## src/hdl/sleep_policy_pkg.sv

```systemverilog
package sleep_policy_pkg;

  // ----------------------------------------------------------------
  // field encodings
  // ----------------------------------------------------------------
  typedef logic [2:0] mode_sel_t;
  typedef logic [2:0] reg_sel_t;

  localparam mode_sel_t SLEEP_IDLE      = 3'h0;
  localparam mode_sel_t SLEEP_STANDBY   = 3'h1;
  localparam mode_sel_t SLEEP_POWERDOWN = 3'h2;

  localparam reg_sel_t  REG_AUTO        = 3'h0;
  localparam reg_sel_t  REG_FULL        = 3'h1;

  // ----------------------------------------------------------------
  // sizes and timing
  // ----------------------------------------------------------------
  localparam int        CLK_HZ          = 20_000_000;
  localparam int        STBY_GROUP_N    = 7;
  localparam int        LUT_N           = 4;
  localparam int        PIN_N           = 8;
  localparam int        WAKE_CNT_W      = 3;
  localparam logic [2:0] WAKE_CLOCKS    = 3'h6;
  localparam logic [2:0] WAKE_CNT_ZERO  = 3'h0;
  localparam logic [2:0] WAKE_CNT_STEP  = 3'h1;

  // asynchronous lookup path: no filter, no edge detector
  localparam logic [1:0] LUT_FILTER_OFF = 2'h0;
  localparam logic      LUT_EDGE_OFF    = 1'h0;

  typedef logic [LUT_N-1:0][1:0] lut_filter_t;

  typedef enum {ST_ACTIVE, ST_ASLEEP, ST_WAKING} policy_state_t;

endpackage

```

## src/hdl/pin_sync.sv

```systemverilog
`timescale 1ns/1ps
`default_nettype none
module pin_sync #(
  parameter int W = 8
) (
  // clock and reset
  input  wire logic         clk,
  input  wire logic         rstn,
  // pin side and synchronised side
  input  wire logic [W-1:0] pinIn,
  output var  logic [W-1:0] pinSync
);

  logic [W-1:0] meta;

  // two stages; the first stage feeds only the second
  always_ff @(posedge clk or negedge rstn)
  begin
    if (!rstn)
    begin
      meta    <= '0;
      pinSync <= '0;
    end
    else
    begin
      meta    <= pinIn;
      pinSync <= meta;
    end
  end

endmodule
`default_nettype wire

```

## src/hdl/wake_source_filter.sv

```systemverilog
`timescale 1ns/1ps
`default_nettype none
module wake_source_filter (
  // sleep context
  input  wire logic                              asleep,
  input  wire sleep_policy_pkg::mode_sel_t       mode,
  input  wire logic                              hotLeak,
  input  wire logic                              periphClkStopped,
  input  wire logic                              rtcRunStandby,
  // pin sources, already synchronised
  input  wire logic [sleep_policy_pkg::PIN_N-1:0] pinAsyncIrq,
  input  wire logic [sleep_policy_pkg::PIN_N-1:0] pinSyncIrq,
  // peripheral sources
  input  wire logic                              levelMonIrq,
  input  wire logic                              rtcIrq,
  input  wire logic                              tickIrq,
  input  wire logic                              addrMatchIrq,
  input  wire logic [sleep_policy_pkg::LUT_N-1:0] lutIrq,
  input  wire sleep_policy_pkg::lut_filter_t     lutFilterSelect,
  input  wire logic [sleep_policy_pkg::LUT_N-1:0] lutEdgeDetect,
  input  wire logic                              sofIrq,
  input  wire logic [sleep_policy_pkg::STBY_GROUP_N-1:0] groupIrq,
  input  wire logic                              otherIrq,
  // result
  output var  logic                              wakeHit
);
  import sleep_policy_pkg::*;

  logic [LUT_N-1:0] lutWake;
  logic             pinWake;
  logic             anyIrq;

  // outside idle, a lookup table may only wake through a clockless path
  genvar g;
  generate
    for (g = 0; g < LUT_N; g++)
    begin : g_lut
      assign lutWake[g] = lutIrq[g] && (lutFilterSelect[g] == LUT_FILTER_OFF)
                          && (lutEdgeDetect[g] == LUT_EDGE_OFF);
    end
  endgenerate

  // synchronous pin sensing is dead once the peripheral clock stops
  assign pinWake = (|pinAsyncIrq) || ((|pinSyncIrq) && !periphClkStopped);

  assign anyIrq = (|pinAsyncIrq) || (|pinSyncIrq) || levelMonIrq || rtcIrq || tickIrq
                  || addrMatchIrq || (|lutIrq) || sofIrq || (|groupIrq) || otherIrq;

  // per-mode wake source selection
  always_comb
  begin
    wakeHit = 1'h0;
    if (asleep)
    begin
      unique case (mode)
        SLEEP_IDLE:      wakeHit = anyIrq;
        SLEEP_STANDBY:   wakeHit = pinWake || levelMonIrq || (rtcIrq && rtcRunStandby)
                                   || tickIrq || addrMatchIrq || (|lutWake) || sofIrq
                                   || (|groupIrq);
        SLEEP_POWERDOWN: wakeHit = pinWake || levelMonIrq || tickIrq
                                   || (!hotLeak && (addrMatchIrq || (|lutWake)));
        default:         wakeHit = 1'h0;
      endcase
    end
  end

endmodule
`default_nettype wire

```

## src/hdl/sleep_mode_power_policy.sv

```systemverilog
`timescale 1ns/1ps
`default_nettype none
module sleep_mode_power_policy (
  // clock and reset
  input  wire logic                                      clk,
  input  wire logic                                      rstn,
  // cpu side
  input  wire logic                                      sleepRequest,
  input  wire logic                                      sleepEnableBit,
  input  wire sleep_policy_pkg::mode_sel_t               sleepModeSelect,
  input  wire sleep_policy_pkg::reg_sel_t                regulatorPowerSelect,
  input  wire logic                                      hotLeakageReduceEnable,
  // oscillator state
  input  wire logic                                      lowSpeedOnly,
  input  wire logic                                      mainOnLowSpeed,
  input  wire logic                                      brownoutSampledMode,
  input  wire logic                                      tickEnable,
  // run-in-standby settings
  input  wire logic                                      mainRunStandby,
  input  wire logic                                      customClkRunStandby,
  input  wire logic                                      rtcRunStandby,
  input  wire logic [sleep_policy_pkg::STBY_GROUP_N-1:0] groupRunStandby,
  // wake sources from pins
  input  wire logic [sleep_policy_pkg::PIN_N-1:0]        pinAsyncIrq,
  input  wire logic [sleep_policy_pkg::PIN_N-1:0]        pinSyncIrq,
  // wake sources from peripherals
  input  wire logic                                      levelMonIrq,
  input  wire logic                                      rtcIrq,
  input  wire logic                                      tickIrq,
  input  wire logic                                      addrMatchIrq,
  input  wire logic [sleep_policy_pkg::LUT_N-1:0]        lutIrq,
  input  wire sleep_policy_pkg::lut_filter_t             lutFilterSelect,
  input  wire logic [sleep_policy_pkg::LUT_N-1:0]        lutEdgeDetect,
  input  wire logic                                      sofIrq,
  input  wire logic [sleep_policy_pkg::STBY_GROUP_N-1:0] groupIrq,
  input  wire logic                                      otherIrq,
  // regulator and cpu control
  output var  logic                                      cpuHalt,
  output var  logic                                      regulatorLowPower,
  output var  logic                                      leakageReduce,
  // clock source gates
  output var  logic                                      mainClkRun,
  output var  logic                                      customClkRun,
  output var  logic                                      timerDClkRun,
  output var  logic                                      rtcClkRun,
  output var  logic                                      wdtOscRun,
  output var  logic                                      brownoutOscRun,
  // peripheral gates
  output var  logic [sleep_policy_pkg::STBY_GROUP_N-1:0] periphRun,
  output var  logic                                      otherPeriphRun,
  output var  logic                                      rtcRun,
  output var  logic                                      tickRun,
  output var  logic                                      alwaysOnRun,
  // status
  output var  logic                                      sleeping,
  output var  logic                                      wakeEvent
);
  import sleep_policy_pkg::*;

  // ----------------------------------------------------------------
  // state
  // ----------------------------------------------------------------
  policy_state_t          state;
  mode_sel_t              sleepMode;
  logic [WAKE_CNT_W-1:0]  wakeCnt;
  logic [PIN_N-1:0]       pinAsyncSync;
  logic [PIN_N-1:0]       pinSyncSync;
  logic                   wakeHit;
  logic                   asleep;
  logic                   inIdle;
  logic                   inStby;
  logic                   inPd;
  logic                   regAuto;
  logic                   modeLegal;
  logic                   periphClkStopped;

  logic                   next_cpuHalt;
  logic                   next_regulatorLowPower;
  logic                   next_leakageReduce;
  logic                   next_mainClkRun;
  logic                   next_customClkRun;
  logic                   next_timerDClkRun;
  logic                   next_rtcClkRun;
  logic                   next_brownoutOscRun;
  logic [STBY_GROUP_N-1:0] next_periphRun;
  logic                   next_otherPeriphRun;
  logic                   next_rtcRun;
  logic                   next_tickRun;

  // ----------------------------------------------------------------
  // pin synchronisers and wake selection
  // ----------------------------------------------------------------
  pin_sync #(.W(PIN_N)) u_sync_async (
    .clk     (clk),
    .rstn    (rstn),
    .pinIn   (pinAsyncIrq),
    .pinSync (pinAsyncSync)
  );

  pin_sync #(.W(PIN_N)) u_sync_sync (
    .clk     (clk),
    .rstn    (rstn),
    .pinIn   (pinSyncIrq),
    .pinSync (pinSyncSync)
  );

  wake_source_filter u_wake (
    .asleep           (asleep),
    .mode             (sleepMode),
    .hotLeak          (hotLeakageReduceEnable),
    .periphClkStopped (periphClkStopped),
    .rtcRunStandby    (rtcRunStandby),
    .pinAsyncIrq      (pinAsyncSync),
    .pinSyncIrq       (pinSyncSync),
    .levelMonIrq      (levelMonIrq),
    .rtcIrq           (rtcIrq),
    .tickIrq          (tickIrq),
    .addrMatchIrq     (addrMatchIrq),
    .lutIrq           (lutIrq),
    .lutFilterSelect  (lutFilterSelect),
    .lutEdgeDetect    (lutEdgeDetect),
    .sofIrq           (sofIrq),
    .groupIrq         (groupIrq),
    .otherIrq         (otherIrq),
    .wakeHit          (wakeHit)
  );

  // ----------------------------------------------------------------
  // decode
  // ----------------------------------------------------------------
  // reserved sleep codes are refused; reserved regulator codes fall back to full drive
  assign modeLegal = (sleepModeSelect == SLEEP_IDLE) || (sleepModeSelect == SLEEP_STANDBY)
                     || (sleepModeSelect == SLEEP_POWERDOWN);
  assign regAuto   = (regulatorPowerSelect == REG_AUTO);
  assign asleep    = (state == ST_ASLEEP);
  assign inIdle    = asleep && (sleepMode == SLEEP_IDLE);
  assign inStby    = asleep && (sleepMode == SLEEP_STANDBY);
  assign inPd      = asleep && (sleepMode == SLEEP_POWERDOWN);
  assign periphClkStopped = inPd || (inStby && !mainRunStandby);

  // ----------------------------------------------------------------
  // sequencing
  // ----------------------------------------------------------------
  // mode is latched at entry so later writes cannot change a sleep in progress
  always_ff @(posedge clk or negedge rstn)
  begin
    if (!rstn)
    begin
      state     <= ST_ACTIVE;
      sleepMode <= SLEEP_IDLE;
    end
    else
    begin
      unique case (state)
        ST_ACTIVE:
          if (sleepRequest && sleepEnableBit && modeLegal)
          begin
            state     <= ST_ASLEEP;
            sleepMode <= sleepModeSelect;
          end
        ST_ASLEEP:
          if (wakeHit)
            state <= ST_WAKING;
        ST_WAKING:
          if (wakeCnt == WAKE_CLOCKS - WAKE_CNT_STEP)
            state <= ST_ACTIVE;
      endcase
    end
  end

  // wake delay counter, gives clocks and regulator time to settle
  always_ff @(posedge clk or negedge rstn)
  begin
    if (!rstn)
      wakeCnt <= WAKE_CNT_ZERO;
    else if (state == ST_WAKING)
      wakeCnt <= wakeCnt + WAKE_CNT_STEP;
    else
      wakeCnt <= WAKE_CNT_ZERO;
  end

  // one-cycle wake marker and sleep status
  always_ff @(posedge clk or negedge rstn)
  begin
    if (!rstn)
    begin
      wakeEvent <= 1'h0;
      sleeping  <= 1'h0;
    end
    else
    begin
      wakeEvent <= asleep && wakeHit;
      sleeping  <= asleep;
    end
  end

  // ----------------------------------------------------------------
  // policy
  // ----------------------------------------------------------------
  // waking shows the active clock and peripheral settings but keeps cpuHalt set, so the cpu never runs early
  always_comb
  begin
    next_cpuHalt          = (state != ST_ACTIVE);
    next_regulatorLowPower = regAuto && (mainOnLowSpeed || inStby || inPd
                                         || (asleep && lowSpeedOnly));
    next_leakageReduce    = inPd && regAuto && hotLeakageReduceEnable;
    next_mainClkRun       = !inPd && !(inStby && !mainRunStandby);
    next_customClkRun     = !inPd && !(inStby && !customClkRunStandby);
    next_timerDClkRun     = !inStby && !inPd;
    next_rtcClkRun        = inStby ? (rtcRunStandby || tickEnable)
                                   : (inPd ? tickEnable : 1'h1);
    next_brownoutOscRun   = asleep ? brownoutSampledMode : 1'h1;
    next_periphRun        = inPd ? '0 : (inStby ? groupRunStandby : '1);
    next_otherPeriphRun   = !inStby && !inPd;
    next_rtcRun           = !inPd && !(inStby && !rtcRunStandby);
    next_tickRun          = 1'h1;
  end

  // every gate is registered so outputs stay glitch free
  always_ff @(posedge clk or negedge rstn)
  begin
    if (!rstn)
    begin
      cpuHalt           <= 1'h0;
      regulatorLowPower <= 1'h0;
      leakageReduce     <= 1'h0;
      mainClkRun        <= 1'h1;
      customClkRun      <= 1'h1;
      timerDClkRun      <= 1'h1;
      rtcClkRun         <= 1'h1;
      wdtOscRun         <= 1'h1;
      brownoutOscRun    <= 1'h1;
      periphRun         <= '1;
      otherPeriphRun    <= 1'h1;
      rtcRun            <= 1'h1;
      tickRun           <= 1'h1;
      alwaysOnRun       <= 1'h1;
    end
    else
    begin
      cpuHalt           <= next_cpuHalt;
      regulatorLowPower <= next_regulatorLowPower;
      leakageReduce     <= next_leakageReduce;
      mainClkRun        <= next_mainClkRun;
      customClkRun      <= next_customClkRun;
      timerDClkRun      <= next_timerDClkRun;
      rtcClkRun         <= next_rtcClkRun;
      wdtOscRun         <= 1'h1;
      brownoutOscRun    <= next_brownoutOscRun;
      periphRun         <= next_periphRun;
      otherPeriphRun    <= next_otherPeriphRun;
      rtcRun            <= next_rtcRun;
      tickRun           <= next_tickRun;
      alwaysOnRun       <= 1'h1;
    end
  end
endmodule
`default_nettype wire

```

## config.mk

```make
export PLATFORM = sky130hd
export DESIGN_NAME = sleep_mode_power_policy
export DESIGN_NICKNAME = d
export VERILOG_FILES = /design/src/hdl/sleep_policy_pkg.sv /design/src/hdl/pin_sync.sv /design/src/hdl/wake_source_filter.sv /design/src/hdl/sleep_mode_power_policy.sv
export SDC_FILE = /design/constraint.sdc
export NUM_CORES = 1
export LEC_CHECK = 0
export BUFFER_PORTS_ARGS = -buffer_cell sky130_fd_sc_hd__buf_2
export CORE_ASPECT_RATIO = 0.6
export CORE_MARGIN = 1
export CORE_UTILIZATION = 31
export DETAILED_ROUTE_END_ITERATION = 7
export SLEW_MARGIN = 20
export SYNTH_ARGS = -nofsm -noshare
export SYNTH_HDL_FRONTEND = slang
export SYNTH_SLANG_ARGS = --single-unit
```

## constraint.sdc

```tcl
create_clock -name clk -period 3.05 [get_ports clk]
set_input_delay 0.1525 -clock clk [delete_from_list [all_inputs] [get_ports clk]]
set_output_delay 0.1525 -clock clk [all_outputs]
set_load 0.05 [all_outputs]
```

==> out/qor.csv <==
metric;value;unit
die-width;110;µm
synth_edf_count;0;
ctsLongestPathBuffers;2;
syn_area;2170;µm²
setup_violations;0;
vdd_drop_max;0.000492;V
drtPass1Iterations;4;
cts_resized;0;
vias;1594;
synth_seq_cells;58;
crit_required;3.25;ns
drive_gt1_share;45.4;%
grt_use_total;15.1;%
yosysMostFrequentCell;dfrtp_1;
maxSlewHeadroom;48.1;%
syn_area_per_cell;13.4;µm²
ys.flop_type;dfrtp_1;
start_util;32.4;%
num_io_pins;92;
synthArstFlopShare;100;%
drc;0;
yosys.area.top_type;dfrtp_1;
num_rows;23;
skew;0.00673;ns
wirelength;4.79;mm
hp-class;in -> reg;
tightest_slew;0.768;ns
area_growth;45.8;%
die_h;66.8;µm
gr-total-overflow;0;
rsz0062_at_grt;no;
cts_root_buf;clkbuf_16;
tns;0;ns
max-cap-violations;0;
postCtsHoldBufs;17;
core_area;6710;µm²
antennaDiodeCount;0;
seq_area_frac_synth;67.6;%
grt_pass1_wl;7.58;mm
numCtsBuffers;9;
ant_nets;0;
period_share;64.7;%
total_power;2.85;mW
die_area;7350;µm²
yosysUniqueCellTypes;38;
drt_iter0_drc;73;
cts.sinks;58;
p_per_area;900;nW/µm²
critPathLaunchType;flip-flop;
ys_warn_count;0;
path_class;reg -> reg;
first_global_vias;1630;
wl_per_cell;13.1;µm
p_leak;1.47;nW
synth.top_cell.area_share;51.9;%
post_drt_via_cell_ratio;4.34;
syn_inst;162;
nNetsFinal;352;
clkLatencyLatePin;0.33;ns
hpwlAfterDp;3.50;mm
hold_viol_final;0;
htree_levels;3;
fin_crit;1.97;ns
grt_max_degree;41;
netlist_top_cells_count;dfrtp_1, nand2_1, dfstp_2, inv_1, ha_1;
worstPathArrival;2.17;ns
r2r_slack;1.08;ns
cp-end-kind;flip-flop;
final_max_slew_viol_count;0;
antenna_found_initial;0;
crit_path_max_fanout;8;
cts_setup_buffers;0;
max_freq;507;MHz
synth.area.top_cells;dfrtp_1, dfstp_2, nand2_1, ha_1, nor4_1;
numPortBuffers;88;
clkTransAtPathRegs;0.05;ns
outcome;completed;
gp_congestion;0.792;
cts_tree;yes;
cells by family after synthesis:
logic type | count (synthesis) | share of synthesized area, %
DFF | 58 | 67.6
adders and majority gates | 6 | 3.46
other | 1 | 0.173
buffers and inverters | 13 | 2.94
and+or+nand+nor | 64 | 17.2
AOI/OAI and AO/OA | 17 | 7.15
muxes | 2 | 1.04
xor gates and xnor gates | 1 | 0.404
state kept, by name (all words and copies together) (netlist names):
| register | count |
|---|---|
| customClkRun | 1 |
| sleeping | 1 |
| regulatorLowPower | 1 |
| u_sync_async.meta | 8 |
| rtcRun | 1 |
| mainClkRun | 1 |
| u_sync_async.pinSync | 8 |
| state | 2 |
| wakeEvent | 1 |
| wakeCnt | 3 |
| sleepMode | 3 |
| rtcClkRun | 1 |
| u_sync_sync.pinSync | 8 |
| cpuHalt | 1 |
| brownoutOscRun | 1 |
| leakageReduce | 1 |
| u_sync_sync.meta | 8 |
| periphRun | 7 |
| otherPeriphRun | 1 |
worst paths after layout:
kind / startpoint / endpoint / cells past startpoint
setup / recovery: state[1] / state[0] / 7
hold / removal: tickEnable / rtcClkRun / 2
setup reg to reg: state[1] / state[0] / 7
hold reg to reg: u_sync_sync.meta[2] / u_sync_sync.pinSync[2] / 0
max in group asynchronous: rstn / customClkRun / 3
min in group asynchronous: rstn / u_sync_sync.meta[5] / 2
metrics by stage:
| step | instances | utilization (%) | hold WS (ns) | instance area, µm² | setup slack (ns) |
|---|---|---|---|---|---|
| 6_report | 367 | 47.2 | 0.0149 | 3160 | 1.08 |
| 5_1_grt | 367 | 47.2 | 0.00757 | 3160 | 0.856 |
| 4_1_cts | 367 | 47.2 | 0.00374 | 3160 | 1.08 |
| 3_5_place_dp | 335 | 40.3 | 0.109 | 2700 | 1.09 |
| 3_3_place_gp | 335 | 40.3 | 0.107 | 2700 | 1.21 |
| 2_1_floorplan | 164 | - | -0.143 | 2180 | 1.34 |
worst max-delay path: stages (launching register included):
cell and delay [ns]:
dfrtp_1 0.39, inv_1 0.12, ha_1 0.31, nor2b_1 0.27, o21ai_1 0.16, a22oi_2 0.21
and4b_1 0.28, o311ai_2 0.11
final cells by class:
cell class | instances | area, µm²
flip-flops and latches | 58 | 1470
inverters | 8 | 30.0
repair buffers | 106 | 618
fillers | 609 | 3540
multi-input cells | 93 | 646
clock inverters | 6 | 68.8
clock buffers | 9 | 225
well taps | 87 | 109
layer usage:
metal  wire length [µm]  track usage (%)  vias up
li1                   -                -      781
met1               2320             18.9      732
met2               2010             21.2       75
met3                405             8.22        6
met4                 55             7.00        0
met5                  0                0        -
layout by cell type (no fill, tap or decap), drive strengths merged, types with 2 or more instances in the layout:
cell type	n
nand4	2
and2	4
nor3	3
nand2b	3
conb	3
a41oi	2
inv	8
clkbuf	9
dfstp	13
ha	6
nor4b	4
o21ai	5
a21oi	2
and3	2
dlygate4sd3	17
nand2	24
nand3	2
nor2	4
o31ai	2
o311ai	2
nor4	7
mux2	2
dfrtp	45
clkinvlp	4
nor2b	4
buf	89
where the power goes:
part | leakage [nW] | total [mW] | internal [mW] | switching [mW]
combinational | 0.662 | 0.875 | 0.273 | 0.601
clock | 0.130 | 0.965 | 0.626 | 0.339
sequential | 0.678 | 1.01 | 0.935 | 0.0725
Power figures use the tool's default switching activity.
